## config.mk

```make
export PLATFORM = sky130hd
export DESIGN_NAME = switchgear_position_supervisor
export DESIGN_NICKNAME = d
export VERILOG_FILES = /design/src/sgps_pkg.sv /design/src/input_sync.sv /design/src/switchgear_position_supervisor.sv /design/src/travel_timer.sv
export VERILOG_INCLUDE_DIRS = /design/src
export SDC_FILE = /design/constraint.sdc
export NUM_CORES = 1
export LEC_CHECK = 0
export ABC_AREA = 1
export BUFFER_PORTS_ARGS = -buffer_cell sky130_fd_sc_hd__buf_4
export CORE_UTILIZATION = 45
export CTS_CLUSTER_SIZE = 10
export DETAILED_ROUTE_END_ITERATION = 12
export GPL_TIMING_DRIVEN = 0
export PLACE_DENSITY = 0.64
export SETUP_SLACK_MARGIN = 0.4
export SLEW_MARGIN = 10
export SYNTH_ARGS = -nofsm -noshare
export SYNTH_HDL_FRONTEND = slang
export SYNTH_SLANG_ARGS = --single-unit
```

## constraint.sdc

```tcl
create_clock -name clk -period 3.5 [get_ports clk]
set_input_delay 0.7 -clock clk [delete_from_list [all_inputs] [get_ports clk]]
set_output_delay 0.7 -clock clk [all_outputs]
set_load 0.005 [all_outputs]
```

## src/sgps_map.svh

```systemverilog
`ifndef SGPS_MAP_SVH
`define SGPS_MAP_SVH

// Number of supervised switchgear units: switch and truck
`define SG_UNITS 2
// Width of every travel and dwell counter, in bits
`define TMR_W 24

// Register byte offsets on the APB side
`define OFS_CMD 8'h00
`define OFS_CFG 8'h04
`define OFS_OVR 8'h08
`define OFS_STAT 8'h0C
`define OFS_TON0 8'h10
`define OFS_TOFF0 8'h14
`define OFS_TDWELL0 8'h18
`define UNIT_STRIDE 8'h10

// Command register: close of unit u at bit 2u, open at bit 2u+1
`define CMD_CLOSE_BIT 0
`define CMD_OPEN_BIT 1
// Config register: wiring flags per unit and protection routing
`define CFG_WON_BIT 0
`define CFG_WOFF_BIT 2
`define CFG_PROT_BIT 4
`define CFG_W 5
`define CFG_RST 5'h0F
// Override register: enable at bit u, forced-closed value at bit 2+u
`define OVR_EN_BIT 0
`define OVR_VAL_BIT 2
`define OVR_W 4
// Status field of unit u sits at bits 8u+7..8u
`define STAT_W 8
`define STAT_FAULT_BIT 3
`define STAT_REJECT_BIT 7

// Reset values of the timers (travel 100000 cycles, 5 ms at 20 MHz; dwell 0)
`define TMOVE_RST 24'h0186A0
`define TDWELL_RST 24'h000000

`endif

```

## src/sgps_pkg.sv

```systemverilog
package sgps_pkg;

    // Supervision phase of one unit
    typedef enum logic [2:0] {
        PH_IDLE = 3'b001,
        PH_MOVE = 3'b010,
        PH_DWELL = 3'b100
    } phase_t;

    // Validated position code
    typedef enum logic [1:0] {
        POS_INDET = 2'h0,
        POS_OPEN = 2'h1,
        POS_CLOSED = 2'h2,
        POS_DISTURB = 2'h3
    } pos_t;

endpackage : sgps_pkg

```

## src/input_sync.sv

```systemverilog
`timescale 1ns/1ns
`default_nettype none
module input_sync #(
    parameter int W = 5
) (
    // Clock, enable and reset
    input wire logic clk,
    input wire logic ce,
    input wire logic resetn,
    // Raw pins and filtered result
    input wire logic [W-1:0] pinIn,
    output logic [W-1:0] pinOut
);
    logic [W-1:0] s1_r; // First stage, read by s2_r only
    logic [W-1:0] s2_r;
    logic [W-1:0] s3_r;
    logic [W-1:0] out_r;

    // Three stages; a bit changes once stages two and three agree
    always_ff @(posedge clk or negedge resetn) begin
        if (!resetn) begin
            s1_r <= '0;
            s2_r <= '0;
            s3_r <= '0;
            out_r <= '0;
        end else if (ce) begin
            s1_r <= pinIn;
            s2_r <= s1_r;
            s3_r <= s2_r;
            out_r <= (~(s2_r ^ s3_r) & s3_r) | ((s2_r ^ s3_r) & out_r);
        end
    end

    assign pinOut = out_r;
endmodule : input_sync
`default_nettype wire

```

## src/switchgear_position_supervisor.sv

```systemverilog
`timescale 1ns/1ns
`default_nettype none
`include "sgps_map.svh"
// Summary of operation
// Sample both feedback contacts, derive position
// Two-bit code: indeterminate, open, closed, disturbed
// Close starts close timer, transit, closed flag
// Open starts open timer, transit, opened flag
// Timer expiry without new position sets fault
// Unequal contacts show closed or open directly
// Equal contacts: transit while timing, else disturbed
// Close drive ends at travel time or confirmation
// Open drive ends at travel time or confirmation
// Each unit has own travel and dwell times
// Pulled plug marks the unit withdrawn
// Withdrawn unit is forced to open
// Overrides refused while unit is withdrawn
// Switch and truck are two independent units
// User interlock blocks truck withdraw when closed; not done here, truck open is never blocked
// Installation wires at least one feedback contact
// Single contact still gives reduced supervision
// Protection commands may share the drive outputs
// Dwell after travel keeps transit, then final
// Counters loaded from settings, restart, reset clears
// Synchronised contacts; newest command supersedes
module switchgear_position_supervisor
    import sgps_pkg::*;
(
    // Clock, enable and reset
    input wire logic clk,
    input wire logic ce,
    input wire logic resetn,
    // APB slave
    input wire logic psel,
    input wire logic penable,
    input wire logic pwrite,
    input wire logic [7:0] paddr,
    input wire logic [31:0] pwdata,
    output logic [31:0] prdata,
    output logic pready,
    output logic pslverr,
    // Contact and plug pins, unit 0 switch, unit 1 truck
    input wire logic [1:0] auxClosed,
    input wire logic [1:0] auxOpened,
    input wire logic plugOut,
    // Protection commands from logic on this clock
    input wire logic [1:0] protClose,
    input wire logic [1:0] protOpen,
    // Drive outputs and position codes
    output logic [1:0] closeDrive,
    output logic [1:0] openDrive,
    output logic [1:0] switchPos,
    output logic [1:0] truckPos
);

    ////////////////////////////////////////////////////////////////////
    // Declarations
    logic [4:0] syncOut; // Filtered pins
    logic [1:0] sOn; // Closed feedback per unit
    logic [1:0] sOff; // Opened feedback per unit
    logic sPlug; // Plug pulled, filtered
    logic [1:0] withdrawn; // Only the switch has a plug
    logic apbSetup;
    logic apbWrite;
    logic ovrWr;
    logic pready_r;
    logic pslverr_r;
    logic [31:0] prdata_r;
    logic [31:0] rdata_nxt;
    logic mapped_nxt;
    logic [`CFG_W-1:0] cfg_r;
    logic [`OVR_W-1:0] ovr_r;
    logic [`TMR_W-1:0] tOn_r [2];
    logic [`TMR_W-1:0] tOff_r [2];
    logic [`TMR_W-1:0] tDwell_r [2];
    logic [1:0] wOn; // Closed contact wired
    logic [1:0] wOff; // Opened contact wired
    logic [1:0] ovrEn;
    logic [1:0] cmdClose;
    logic [1:0] cmdOpen;
    logic [1:0] cmdAny;
    phase_t phase_r [2];
    pos_t pos_r [2];
    pos_t pos_nxt [2];
    logic [1:0] dirClose_r; // Direction of the running move
    logic [1:0] closeDrv_r;
    logic [1:0] openDrv_r;
    logic [1:0] fault_r; // Sticky travel fault
    logic [1:0] failed_r; // Last move failed, cleared by a command
    logic [1:0] reject_r; // Sticky refused override
    logic [1:0] reached;
    logic [1:0] wiredDir;
    logic [1:0] tmrLoad;
    logic [1:0] tmrStop;
    logic [1:0] tmrLast;
    logic [`TMR_W-1:0] tmrVal [2];
    logic [`STAT_W-1:0] stat [2];

    ////////////////////////////////////////////////////////////////////
    // Pin synchronisation
    // Contacts and plug are asynchronous to clk
    input_sync #(.W(5)) u_sync (
        .clk(clk),
        .ce(ce),
        .resetn(resetn),
        .pinIn({plugOut, auxOpened, auxClosed}),
        .pinOut(syncOut)
    );
    assign sOn = syncOut[1:0];
    assign sOff = syncOut[3:2];
    assign sPlug = syncOut[4];
    // Truck has no control plug of its own
    assign withdrawn = {1'b0, sPlug};

    ////////////////////////////////////////////////////////////////////
    // APB slave
    assign apbSetup = psel && !penable && !pready_r;
    assign apbWrite = psel && penable && pready_r && pwrite;
    assign ovrWr = apbWrite && (paddr == `OFS_OVR);

    // Read mux, evaluated in the setup cycle
    always_comb begin
        rdata_nxt = 32'h0000_0000;
        mapped_nxt = 1'b1;
        case (paddr)
            `OFS_CMD: rdata_nxt = 32'h0000_0000;
            `OFS_CFG: rdata_nxt = {27'h0, cfg_r};
            `OFS_OVR: rdata_nxt = {28'h0, ovr_r};
            `OFS_STAT: rdata_nxt = {16'h0, stat[1], stat[0]};
            default: mapped_nxt = 1'b0;
        endcase
        for (int u = 0; u < `SG_UNITS; u++) begin
            if (paddr == 8'(`OFS_TON0 + u * `UNIT_STRIDE)) begin
                rdata_nxt = {8'h00, tOn_r[u]};
                mapped_nxt = 1'b1;
            end
            if (paddr == 8'(`OFS_TOFF0 + u * `UNIT_STRIDE)) begin
                rdata_nxt = {8'h00, tOff_r[u]};
                mapped_nxt = 1'b1;
            end
            if (paddr == 8'(`OFS_TDWELL0 + u * `UNIT_STRIDE)) begin
                rdata_nxt = {8'h00, tDwell_r[u]};
                mapped_nxt = 1'b1;
            end
        end
    end

    // No wait state: answer is ready in the first access cycle
    always_ff @(posedge clk or negedge resetn) begin
        if (!resetn) begin
            pready_r <= 1'b0;
            pslverr_r <= 1'b0;
            prdata_r <= 32'h0000_0000;
        end else if (ce) begin
            pready_r <= apbSetup;
            if (apbSetup) begin
                pslverr_r <= !mapped_nxt;
                prdata_r <= pwrite ? 32'h0000_0000 : rdata_nxt;
            end
        end
    end
    assign pready = pready_r;
    assign pslverr = pslverr_r;
    assign prdata = prdata_r;

    ////////////////////////////////////////////////////////////////////
    // Configuration registers
    // Wiring and protection routing
    always_ff @(posedge clk or negedge resetn) begin
        if (!resetn) begin
            cfg_r <= `CFG_RST;
        end else if (ce && apbWrite && paddr == `OFS_CFG) begin
            cfg_r <= pwdata[`CFG_W-1:0];
        end
    end
    assign wOn = cfg_r[`CFG_WON_BIT +: 2];
    assign wOff = cfg_r[`CFG_WOFF_BIT +: 2];

    // Overrides; a withdrawn unit keeps its old override bits
    always_ff @(posedge clk or negedge resetn) begin
        if (!resetn) begin
            ovr_r <= '0;
        end else if (ce && ovrWr) begin
            for (int u = 0; u < `SG_UNITS; u++) begin
                if (!withdrawn[u]) begin
                    ovr_r[`OVR_EN_BIT + u] <= pwdata[`OVR_EN_BIT + u];
                    ovr_r[`OVR_VAL_BIT + u] <= pwdata[`OVR_VAL_BIT + u];
                end
            end
        end
    end
    assign ovrEn = ovr_r[`OVR_EN_BIT +: 2];

    // Travel and dwell settings, separate per unit
    always_ff @(posedge clk or negedge resetn) begin
        if (!resetn) begin
            for (int u = 0; u < `SG_UNITS; u++) begin
                tOn_r[u] <= `TMOVE_RST;
                tOff_r[u] <= `TMOVE_RST;
                tDwell_r[u] <= `TDWELL_RST;
            end
        end else if (ce && apbWrite) begin
            for (int u = 0; u < `SG_UNITS; u++) begin
                if (paddr == 8'(`OFS_TON0 + u * `UNIT_STRIDE))
                    tOn_r[u] <= pwdata[`TMR_W-1:0];
                if (paddr == 8'(`OFS_TOFF0 + u * `UNIT_STRIDE))
                    tOff_r[u] <= pwdata[`TMR_W-1:0];
                if (paddr == 8'(`OFS_TDWELL0 + u * `UNIT_STRIDE))
                    tDwell_r[u] <= pwdata[`TMR_W-1:0];
            end
        end
    end

    ////////////////////////////////////////////////////////////////////
    // Per-unit supervision
    for (genvar u = 0; u < `SG_UNITS; u++) begin : g_unit
        // Software pulse, or a routed protection command
        assign cmdClose[u] = (apbWrite && paddr == `OFS_CMD &&
            pwdata[2*u + `CMD_CLOSE_BIT]) ||
            (cfg_r[`CFG_PROT_BIT] && protClose[u]);
        assign cmdOpen[u] = (apbWrite && paddr == `OFS_CMD &&
            pwdata[2*u + `CMD_OPEN_BIT]) ||
            (cfg_r[`CFG_PROT_BIT] && protOpen[u]);
        assign cmdAny[u] = cmdClose[u] || cmdOpen[u];

        // Expected end position; an unwired side cannot confirm
        assign reached[u] = dirClose_r[u] ?
            (wOn[u] && sOn[u] && !(wOff[u] && sOff[u])) :
            (wOff[u] && sOff[u] && !(wOn[u] && sOn[u]));
        assign wiredDir[u] = dirClose_r[u] ? wOn[u] : wOff[u];

        // Timer load: on a command, or dwell after confirmation
        always_comb begin
            tmrLoad[u] = cmdAny[u];
            tmrStop[u] = 1'b0;
            tmrVal[u] = cmdOpen[u] ? tOff_r[u] : tOn_r[u];
            if (!cmdAny[u] && phase_r[u] == PH_MOVE && reached[u]) begin
                tmrLoad[u] = (tDwell_r[u] != '0);
                tmrStop[u] = (tDwell_r[u] == '0);
                tmrVal[u] = tDwell_r[u];
            end
        end

        travel_timer u_tmr (
            .clk(clk),
            .ce(ce),
            .resetn(resetn),
            .load(tmrLoad[u]),
            .stop(tmrStop[u]),
            .loadVal(tmrVal[u]),
            .busy(),
            .last(tmrLast[u])
        );

        // Phase and drives; open wins over a simultaneous close
        always_ff @(posedge clk or negedge resetn) begin
            if (!resetn) begin
                phase_r[u] <= PH_IDLE;
                dirClose_r[u] <= 1'b0;
                closeDrv_r[u] <= 1'b0;
                openDrv_r[u] <= 1'b0;
            end else if (ce) begin
                if (cmdOpen[u]) begin
                    phase_r[u] <= PH_MOVE;
                    dirClose_r[u] <= 1'b0;
                    closeDrv_r[u] <= 1'b0;
                    openDrv_r[u] <= 1'b1;
                end else if (cmdClose[u]) begin
                    phase_r[u] <= PH_MOVE;
                    dirClose_r[u] <= 1'b1;
                    closeDrv_r[u] <= 1'b1;
                    openDrv_r[u] <= 1'b0;
                end else begin
                    case (phase_r[u])
                        PH_MOVE: begin
                            if (reached[u] || tmrLast[u]) begin
                                closeDrv_r[u] <= 1'b0;
                                openDrv_r[u] <= 1'b0;
                            end
                            if (reached[u] && tDwell_r[u] != '0)
                                phase_r[u] <= PH_DWELL;
                            else if (reached[u] || tmrLast[u])
                                phase_r[u] <= PH_IDLE;
                        end
                        PH_DWELL: begin
                            if (tmrLast[u])
                                phase_r[u] <= PH_IDLE;
                        end
                        default: phase_r[u] <= PH_IDLE;
                    endcase
                end
            end
        end

        // Sticky flags; a hardware set wins over a software clear
        always_ff @(posedge clk or negedge resetn) begin
            if (!resetn) begin
                fault_r[u] <= 1'b0;
                failed_r[u] <= 1'b0;
                reject_r[u] <= 1'b0;
            end else if (ce) begin
                if (!cmdAny[u] && phase_r[u] == PH_MOVE && tmrLast[u] &&
                    !reached[u] && wiredDir[u]) begin
                    fault_r[u] <= 1'b1;
                    failed_r[u] <= 1'b1;
                end else begin
                    if (apbWrite && paddr == `OFS_STAT &&
                        pwdata[`STAT_W*u + `STAT_FAULT_BIT])
                        fault_r[u] <= 1'b0;
                    if (cmdAny[u])
                        failed_r[u] <= 1'b0;
                end
                if (ovrWr && withdrawn[u])
                    reject_r[u] <= 1'b1;
                else if (apbWrite && paddr == `OFS_STAT &&
                    pwdata[`STAT_W*u + `STAT_REJECT_BIT])
                    reject_r[u] <= 1'b0;
            end
        end

        // Validated position
        always_comb begin
            if (withdrawn[u])
                pos_nxt[u] = POS_OPEN;
            else if (ovrEn[u])
                pos_nxt[u] = ovr_r[`OVR_VAL_BIT + u] ? POS_CLOSED : POS_OPEN;
            else if (!wOn[u] && !wOff[u])
                pos_nxt[u] = POS_DISTURB;
            else if (phase_r[u] == PH_DWELL || (phase_r[u] == PH_MOVE &&
                reached[u] && tDwell_r[u] != '0))
                pos_nxt[u] = POS_INDET;
            else if (wOn[u] && wOff[u] && sOn[u] != sOff[u])
                pos_nxt[u] = sOn[u] ? POS_CLOSED : POS_OPEN;
            else if (phase_r[u] != PH_IDLE)
                pos_nxt[u] = POS_INDET;
            else if (wOn[u] && wOff[u])
                pos_nxt[u] = POS_DISTURB;
            else if (failed_r[u])
                pos_nxt[u] = POS_DISTURB;
            else if (wOn[u])
                pos_nxt[u] = sOn[u] ? POS_CLOSED : POS_OPEN;
            else
                pos_nxt[u] = sOff[u] ? POS_OPEN : POS_CLOSED;
        end

        // Registered code keeps the outputs glitch free
        always_ff @(posedge clk or negedge resetn) begin
            if (!resetn)
                pos_r[u] <= POS_INDET;
            else if (ce)
                pos_r[u] <= pos_nxt[u];
        end

        // Status field of this unit
        assign stat[u] = {reject_r[u], withdrawn[u], openDrv_r[u],
            closeDrv_r[u], fault_r[u], phase_r[u] != PH_IDLE, pos_r[u]};
    end

    assign closeDrive = closeDrv_r;
    assign openDrive = openDrv_r;
    assign switchPos = pos_r[0];
    assign truckPos = pos_r[1];
endmodule : switchgear_position_supervisor
`default_nettype wire

```

## src/travel_timer.sv

```systemverilog
`timescale 1ns/1ns
`default_nettype none
`include "sgps_map.svh"
module travel_timer (
    // Clock, enable and reset
    input wire logic clk,
    input wire logic ce,
    input wire logic resetn,
    // Control
    input wire logic load,
    input wire logic stop,
    input wire logic [`TMR_W-1:0] loadVal,
    // Status
    output logic busy,
    output logic last
);
    logic [`TMR_W-1:0] cnt_r; // Cycles left
    logic busy_r;

    // Down counter; a zero setting still runs one cycle
    always_ff @(posedge clk or negedge resetn) begin
        if (!resetn) begin
            cnt_r <= '0;
            busy_r <= 1'b0;
        end else if (ce) begin
            if (load) begin
                cnt_r <= (loadVal == '0) ? `TMR_W'(1) : loadVal;
                busy_r <= 1'b1;
            end else if (stop || last) begin
                busy_r <= 1'b0;
            end else if (busy_r) begin
                cnt_r <= cnt_r - `TMR_W'(1);
            end
        end
    end

    assign busy = busy_r;
    assign last = busy_r && (cnt_r == `TMR_W'(1));
endmodule : travel_timer
`default_nettype wire
```

==> impl_metrics.toml, run 1 <==
[synthesis]
synth-seq-cells = 270
synth_top_area_share_pct = 39.91
yosysWarnings = 0
yosysUniqueCellTypes = 57
postSynth.asyncResetShare_pct = 100.0
synth_ff_type = "dfrtp_1"
syn_area_mm2 = 0.01505
yosysSeqAreaShare_pct = 45.15
syn_area_per_cell_um2 = 7.405
netlist_instances = 2032
synth.area.top_cells = "dfrtp_1 (40%), nand2_1 (16%), o21ai_0 (8.9%), dfstp_2 (5.2%), nor2_1 (4.2%)"
yosys.area.top_type = "dfrtp_1"
synth_edf_count = 0

[cells_and_area]
area_delta_synth_final_pct = 15.33
final_cells = 2625
drive_above_1_share_pct = 11.68
antenna_cells = 0
fillers = 3343
seq_area_mm2 = 0.006794
multi_input_area_mm2 = 0.007131
nets = 2216

[flow_run]
cap_viol_max_count = 0

[clock_network]
clock_path_buffers = 3
numCtsBuffers = 34
cts_tree = "yes"
cts_setup_buffers = 0
worstSkewPairLatency_ns = 0.53
postCtsHoldBufs = 0
post_cts_resized = 0
path_clk_slew_ns = 0.06
htree_levels = 2
clock-sinks = 270
cts_root_buffer = "clkbuf_16"

[critical_path]
crit_fanout = 10
crit_arrival_ns = 3.20
cp-end-kind = "flip-flop"
critical_path_class = "in2reg"
start_kind = "input port"
worstPathRequired_ns = 3.87

[placement]
dp_hpwl_mm = 40.90
gp_congestion = 0.9573
portBuffers = 80
post-place-cells = 2563

[power_and_ir_drop]
max-vdd-ir-drop_mv = 0.4537
power.share.sequential_pct = 45.3
power_switching_mw = 2.099
leakage_nw = 8.062
intPower_mw = 5.652
powerDensity_mw_per_mm2 = 446.7
switching_share_pct = 27.08
comb_power_share_pct = 10.5
power_frac_clock_pct = 44.3

[run_status]
status = "complete, no violations"

[sta]
fin_skew_ns = 0.02893
finalCritPeriodShare_pct = 81.02
max_freq_ghz = 0.3527
relSlewSlack_pct = 30.96
finalHoldViolations = 0
slew_viol_final = 0
tightest_slew_ns = 1.030
setup_viol = 0
hold_slack_ns = 0.1973
rsz0062_at_grt = "false"
post-route-min-period_ns = 2.836

[grt]
grt_max_degree = 106
grt_pass1_wl_mm = 85.44
overflow = 0
grt_util_all_layers_pct = 33.28
grt_pass1_vias = 14380
antenna_found_initial = 0

[routing]
drt-initial-drc-count = 1776
drtAntennaViolNets = 0
avgRoutedWirePerCell_um = 21.17
drtPass1Iterations = 6
wirelength_mm = 55.57
via_per_inst = 5.752
vias = 15100
drc = 0

[floorplan]
die_w_um = 184.9
dieHeight_um = 184.9
start_util_pct = 46.01
rows = 66
pin_count = 97
core_mm2 = 0.03270
dieArea_mm2 = 0.03417

[hold_path]
min_path_type = "in2async"
-- layout make-up --
cell class              count  share of cell area (%)
plain buffers             110                   3.194
clock buffers              61                   6.085
clock inverters             1                 0.02884
inverters                 157                   3.439
multi-input cells        1502                   41.09
flip-flops and latches    270                   39.15
well taps                 442                   3.187
repair buffers             82                   3.821
-- per-layer routing --
layer	share of wire (%)	global-route usage [%]	routed length [um]
met5	0	0	0
met4	3.9	12.66	2176
met3	9.1	5.427	5036
met2	42	48.86	23480
met1	45	48.88	24870
-- sequential cells by signal, indices dropped and copies added, names as in the netlist, 4 cells and up, named ones only --
| name | flops |
|---|---|
| u_sync.s2_r | 5 |
| ovr_r | 4 |
| tOff_r | 48 |
| tOn_r | 48 |
| cfg_r | 5 |
| u_sync.s1_r | 5 |
| prdata | 24 |
| u_sync.s3_r | 5 |
| g_unit.u_tmr.cnt_r | 48 |
| phase_r | 6 |
| tDwell_r | 48 |
-- cells in the mapped netlist (7+ instances only) --
cell and instances:
a221oi_1 8, o211ai_1 25, buf_4 22, a21oi_2 9, nor3_1 17, o21ai_1 22, or2_2 11, nand3_1 119
clkbuf_1 61, inv_1 145, buf_2 16, dfrtp_1 240, nor2_1 168, nand4_1 18, o22ai_1 13, xor2_1 17
o21ai_0 269, xnor2_1 11, dfstp_2 30, o2111ai_1 7, nand2_1 626, a21oi_1 74, a31oi_1 11, nor4_1 11
-- power by group through the flow --
stage | logic [mW] | clock network (mW) | registers [mW]
final | 0.811 | 3.43 | 3.51
after global routing | 0.925 | 3.58 | 3.54
after CTS | 0.811 | 3.45 | 3.51
after detailed placement | 0.808 | 0 | 3.55
after global placement | 0.780 | 0 | 3.55
after floorplan | 0.528 | 0 | 3.50
-- cells by family (layout without fill, tap and decap cells) --
logic type | after synthesis | after routing | synth area share, %
adder cells (fa/ha/maj) | 4 | 4 | 0.3326
other | 1 | 8 | 0.02492
buffers and inverters | 267 | 411 | 7.650
AND/OR/NAND/NOR | 1002 | 1002 | 28.16
XOR/XNOR | 28 | 28 | 1.630
AO/OA/AOI/OAI | 460 | 460 | 17.05
flip-flops | 270 | 270 | 45.15
-- layout by cell type, fill, tap and decap left out, types with 6 or more instances in the layout --
| cell type | count |
|---|---|
| a21oi_1 | 74 |
| a21oi_2 | 9 |
| a221oi_1 | 8 |
| a31oi_1 | 11 |
| buf_2 | 16 |
| buf_4 | 101 |
| clkbuf_1 | 81 |
| clkbuf_16 | 37 |
| conb_1 | 8 |
| dfrtp_1 | 240 |
| dfstp_2 | 30 |
| inv_1 | 145 |
| inv_2 | 6 |
| nand2_1 | 626 |
| nand3_1 | 119 |
| nand4_1 | 18 |
| nor2_1 | 167 |
| nor2_2 | 6 |
| nor3_1 | 17 |
| nor4_1 | 11 |
| o2111ai_1 | 7 |
| o211ai_1 | 25 |
| o21ai_0 | 269 |
| o21ai_1 | 22 |
| o22ai_1 | 13 |
| or2_2 | 11 |
| xnor2_1 | 11 |
| xor2_1 | 17 |
-- worst paths after layout --
check,to,depth (start not counted),slack (ns),start
min in group clk,u_sync.s1_r[1],3,0.40,auxClosed[1]
max reg2reg,tOn_r[11],7,0.80,pready
max,tOn_r[11],8,0.66,ce
min reg2reg,u_sync.s3_r[2],2,0.48,u_sync.s3_r[2]
max in group asynchronous,tDwell_r[18],2,2.29,resetn
min,u_sync.s1_r[2],1,0.20,resetn
-- critical path, cell delays in order --
cell	delay, ns
buf_4	0.17
inv_2	0.21
nor3_2	0.89
nand2_1	0.24
clkbuf_1	0.36
clkbuf_1	0.38
nand2_1	0.12
o21ai_0	0.10
-- metrics by stage --
stage | utilization (%) | TNS (ns) | instance area, um2 | setup WS, ns | total power, mW
after floorplan | - | 0 | 15070 | 1.189 | 4.025
after global placement | 49.62 | -156.81 | 16230 | -0.6763 | 4.330
after detailed placement | 49.81 | 0 | 16290 | 0.1058 | 4.363
after CTS | 53.06 | 0 | 17350 | 0.6337 | 7.762
after global routing | 53.06 | 0 | 17350 | 0.5229 | 8.046
final | 53.06 | 0 | 17350 | 0.6643 | 7.751
(Power assumes the default switching activity.)
==> run 2, diff against run 1 <==
--- a/config.mk
+++ b/config.mk
@@ -12,7 +12,7 @@
 export CTS_CLUSTER_SIZE = 10
 export DETAILED_ROUTE_END_ITERATION = 12
 export GPL_TIMING_DRIVEN = 0
-export PLACE_DENSITY = 0.64
+export PLACE_DENSITY = 0.66
 export SETUP_SLACK_MARGIN = 0.4
 export SLEW_MARGIN = 10
 export SYNTH_ARGS = -nofsm -noshare
==> constraint.sdc (replaced) <==
create_clock -name clk -period 2.55 [get_ports clk]
set_input_delay 0.51 -clock clk [delete_from_list [all_inputs] [get_ports clk]]
set_output_delay 0.51 -clock clk [all_outputs]
set_load 0.005 [all_outputs]
==> impl_metrics.toml, run 2 (synthesized netlist as in run 1, its figures left out) <==
[run_status]
status = "complete, no violations"

[routing]
vias = 15812
drtPass1Iterations = 7
via_per_inst = 5.869
drc = 0
drtAntennaViolNets = 0
drt-initial-drc-count = 2075
avgRoutedWirePerCell_um = 21.23
wirelength_mm = 57.20

[flow_run]
cap_viol_max_count = 0

[floorplan]
dieHeight_um = 184.9
pin_count = 97
core_mm2 = 0.03270
dieArea_mm2 = 0.03417
rows = 66
die_w_um = 184.9
start_util_pct = 46.01

[critical_path]
start_kind = "flip-flop"
critical_path_class = "reg2reg"
crit_fanout = 10
cp-end-kind = "flip-flop"
r2r_cells = 15
crit_arrival_ns = 2.67
worstPathRequired_ns = 2.96

[grt]
overflow = 0
grt_pass1_vias = 14733
grt_util_all_layers_pct = 33.23
grt_max_degree = 110
antenna_found_initial = 1
grt_pass1_wl_mm = 85.65

[clock_network]
cts_root_buffer = "clkbuf_16"
cts_tree = "yes"
path_clk_slew_ns = 0.06
numCtsBuffers = 34
clock-sinks = 270
worstSkewPairLatency_ns = 0.53
htree_levels = 2
clock_path_buffers = 3

[cells_and_area]
drive_above_1_share_pct = 22.65
nets = 2288
final_common_cell = "nand2_1"
final_cell_mix = "nand2_1 (575), o21ai_0 (255), dfrtp_1 (233)"
fillers = 3002
area_delta_synth_final_pct = 26.56
antenna_cells = 0
utilization_pct = 58.23
fin_area_mm2 = 0.01904

[power_and_ir_drop]
max-vdd-ir-drop_mv = 0.5423
power_switching_mw = 3.036
power_frac_clock_pct = 42.1
switching_share_pct = 28.47
power.share.sequential_pct = 45.6
powerDensity_mw_per_mm2 = 560.0
intPower_mw = 7.628
comb_power_share_pct = 12.3
leakage_nw = 8.772

[placement]
portBuffers = 80
place_area_mm2 = 0.01629
gp_congestion = 0.9698
dp_hpwl_mm = 39.83
dp_worst_setup_slack_ns = -0.6490

[sta]
setup_viol = 0
hold_slack_ns = 0.1984
finalCritPeriodShare_pct = 88.87
fin_setup_tns_ns = 0
rsz0062_at_grt = "true"
fin_skew_ns = 0.02467
finalHoldViolations = 0
post-route-min-period_ns = 2.266
tightest_slew_ns = 0.8168
slew_viol_final = 0
relSlewSlack_pct = 45.54
max_freq_ghz = 0.4413
worst_slack_ns = 0.2839

[hold_path]
worst_hold_path.num_cells = 3
min_path_type = "in2reg"
run 2: cell count changes in the layout (fill, tap and decap cells not counted), sizes merged:
cell / previous run / this run
buf: 130 / 192
clkbuf: 123 / 125
clkinvlp: 0 / 1
dlygate4sd3: 0 / 1
inv: 154 / 156
nand2: 637 / 638
run 2: stage by stage:
stage	std cells	total power, mW
2_1_floorplan	2039	5.525
3_3_place_gp	2561	5.933
3_5_place_dp	2563	5.983
4_1_cts	2667	10.48
5_1_grt	2694	11.04
6_report	2694	10.66
run 2: worst paths after layout:
| check | startpoint | end | slack (ns) |
|---|---|---|---|
| setup / recovery | tDwell_r[38] | g_unit[0].u_tmr.cnt_r[14] | 0.28 |
| hold / removal | auxOpened[0] | u_sync.s1_r[2] | 0.20 |
| setup reg to reg | tDwell_r[38] | g_unit[0].u_tmr.cnt_r[14] | 0.28 |
| hold reg to reg | u_sync.s3_r[1] | u_sync.s3_r[1] | 0.48 |
| max in group asynchronous | resetn | g_unit[1].u_tmr.cnt_r[3] | 1.10 |
| min in group asynchronous | resetn | g_unit[0].u_tmr.cnt_r[18] | 0.50 |
run 2: area by class of cell:
| type | count | area, um2 | share of cell area (%) |
|---|---|---|---|
| plain buffers | 110 | 768.2 | 4.034 |
| clock buffers | 55 | 949.7 | 4.987 |
| clock inverters | 4 | 42.54 | 0.2234 |
| inverters | 157 | 621.8 | 3.265 |
| multi-input cells | 1503 | 7855 | 41.25 |
| flip-flops and latches | 270 | 6803 | 35.72 |
| well taps | 442 | 553.0 | 2.904 |
| repair buffers | 153 | 1450 | 7.615 |
run 2: worst max-delay path: stages (launching register included):
cell and delay, ns:
dfrtp_1 0.45, nor2_1 0.17, nand2_1 0.07, nor2_1 0.10, nand2_1 0.06, nand3b_1 0.27
nand2_4 0.15, nand2_4 0.09, inv_4 0.08, nor2_2 0.04, inv_2 0.12, o21ai_4 0.10
buf_6 0.15, buf_12 0.14, o211ai_1 0.08, nand2_1 0.06
run 2: power by group through the flow:
stage          Clock, mW  Sequential [mW]  Combinational (mW)
3_3_place_gp           0             4.87                1.07
2_1_floorplan          0             4.80               0.725
6_report            4.49             4.86                1.32
3_5_place_dp           0             4.88                1.11
5_1_grt             4.69             4.89                1.46
4_1_cts             4.51             4.81                1.17
run 2: routing by layer:
metal	vias up	track usage [%]	wire length (um)
met2	943	48.81	24650
met4	0	14.21	2467
li1	7096	-	-
met5	-	0	0
met3	152	6.744	5943
met1	7621	47.38	24140
run 2: timing repair:
action / 4_1_cts / 5_1_grt
buffers inserted: 41 / 18
pin swaps: 27 / 64
cloned: 3 / 9
setup endpoints to repair: 206 / 166
resized for setup: 123 / 211
hold buffers: 1 / 0
hold endpoints to repair: 52 / 0
==> run 3, diff against run 2 <==
--- a/config.mk
+++ b/config.mk
@@ -12,6 +12,7 @@
 export CTS_CLUSTER_SIZE = 10
 export DETAILED_ROUTE_END_ITERATION = 12
 export GPL_TIMING_DRIVEN = 0
+export MAX_ROUTING_LAYER = met4
 export PLACE_DENSITY = 0.66
 export SETUP_SLACK_MARGIN = 0.4
 export SLEW_MARGIN = 10
==> impl_metrics.toml, run 3 (synthesized netlist as in run 1, its figures left out) <==
[hold_path]
min_path_type = "in2reg"

[cells_and_area]
final_cell_mix = "nand2_1 (592), o21ai_0 (254), dfrtp_1 (238)"
area_delta_synth_final_pct = 25.01
utilization_pct = 57.52
final_cells = 2692
antenna_cells = 0
drive_above_1_share_pct = 21.51
fillers = 3067
nets = 2285
final_common_cell = "nand2_1"

[sta]
post-route-min-period_ns = 2.293
finalHoldViolations = 0
worst_slack_ns = 0.2574
finalCritPeriodShare_pct = 89.90
relSlewSlack_pct = 47.04
setup_viol = 0
tightest_slew_ns = 0.7943
max_freq_ghz = 0.4362
rsz0062_at_grt = "true"
slew_viol_final = 0
fin_skew_ns = 0.02013
fin_setup_tns_ns = 0

[flow_run]
cap_viol_max_count = 0

[critical_path]
crit_arrival_ns = 2.76
worstPathRequired_ns = 3.01
start_kind = "flip-flop"
crit_fanout = 6
cp-end-kind = "flip-flop"
critical_path_class = "reg2reg"

[placement]
gp_congestion = 0.9833
post-place-cells = 2563
dp_worst_setup_slack_ns = -0.6107
dp_hpwl_mm = 40.03
portBuffers = 80

[grt]
grt_pass1_wl_mm = 85.47
overflow = 0
grt_util_all_layers_pct = 34.21
grt_pass1_vias = 14758
grt_max_degree = 110
antenna_found_initial = 0

[power_and_ir_drop]
finalPower_mw = 10.67
max-vdd-ir-drop_mv = 0.4869
leakage_nw = 8.715
powerDensity_mw_per_mm2 = 567.1

[routing]
wirelength_mm = 56.47
drc = 0
drtPass1Iterations = 7
drtAntennaViolNets = 0
via_per_inst = 5.804
avgRoutedWirePerCell_um = 20.98
vias = 15624
drt-initial-drc-count = 2081

[floorplan]
core_mm2 = 0.03270
dieArea_mm2 = 0.03417
start_util_pct = 46.01
rows = 66
die_w_um = 184.9
pin_count = 97
dieHeight_um = 184.9

[clock_network]
worstSkewPairLatency_ns = 0.53
clock_path_buffers = 3
path_clk_slew_ns = 0.06
numCtsBuffers = 34
htree_levels = 2
cts_tree = "yes"
clock-sinks = 270
cts_root_buffer = "clkbuf_16"

[run_status]
status = "complete, no violations"
[run 3: cell types whose count changed in the layout (fill, tap and decap cells not counted), sizes merged]
cell	before	now
clkbuf	125	118
nand2	638	637
clkinvlp	1	3
buf	192	198
clkinv	4	3
inv	156	155
[run 3: report_power, final]
| group | switching [mW] | total (mW) | internal [mW] |
|---|---|---|---|
| clock | 1.93 | 4.54 | 2.61 |
| combinational | 0.766 | 1.29 | 0.521 |
| sequential | 0.305 | 4.84 | 4.53 |
[run 3: timing repair]
action / 4_1_cts / 5_1_grt
hold buffers: 1 / 0
endpoints found under the setup margin: 201 / 197
gates resized for setup: 115 / 196
gates cloned: 2 / 4
hold endpoints to repair: 59 / 0
buffers inserted: 49 / 13
pin swaps: 25 / 48
[run 3: layer usage]
metal	vias to the layer above	GRT usage (%)	routed length, um
met2	938	48.44	24310
met3	162	6.252	6021
met1	7431	47.53	23550
li1	7093	-	-
met4	0	15.40	2584
met5	-	-	0
[run 3: path summary, 6_finish.rpt]
check	startpoint	end	slack, ns	cells past startpoint
min	plugOut	u_sync.s1_r[4]	0.19	3
min reg2reg	u_sync.s3_r[3]	u_sync.s3_r[3]	0.48	2
max	pready	g_unit[0].u_tmr.cnt_r[0]	0.26	17
max in group asynchronous	resetn	tDwell_r[32]	1.10	3
max reg2reg	pready	g_unit[0].u_tmr.cnt_r[0]	0.26	17
min in group asynchronous	resetn	g_unit[0].u_tmr.cnt_r[21]	0.52	2
[run 3: critical path, cell delays in order (launching register included)]
cell	delay, ns
dfrtp_1	0.43
nand2_2	0.12
nor2_4	0.22
nand3_4	0.11
nand2_4	0.09
buf_8	0.13
clkinvlp_4	0.13
nand2_1	0.09
nand2_1	0.07
nand2_1	0.10
nand2_2	0.07
nor2_2	0.15
nand2_2	0.09
nor2_4	0.14
nand3_2	0.09
nand2_2	0.07
nand2_1	0.05
nand2_1	0.06
[run 3: layout make-up]
cell class	count	area, um2	area share, %
Clock inverter	4	41.29	0.2195
Buffer	110	779.5	4.144
Sequential cell	270	6797	36.13
Timing Repair Buffer	151	1346	7.157
Inverter	157	623.1	3.313
Clock buffer	56	973.4	5.175
Tap cell	442	553.0	2.940
Multi-Input combinational cell	1502	7697	40.92
[run 3: metrics by stage]
step | hold WS, ns | instance area [um2]
2_1_floorplan | 0.2144 | 15070
6_report | 0.1928 | 18810
3_5_place_dp | 0.4644 | 16290
5_1_grt | 0.2030 | 18810
4_1_cts | 0.1898 | 18120
3_3_place_gp | 0.4545 | 16230
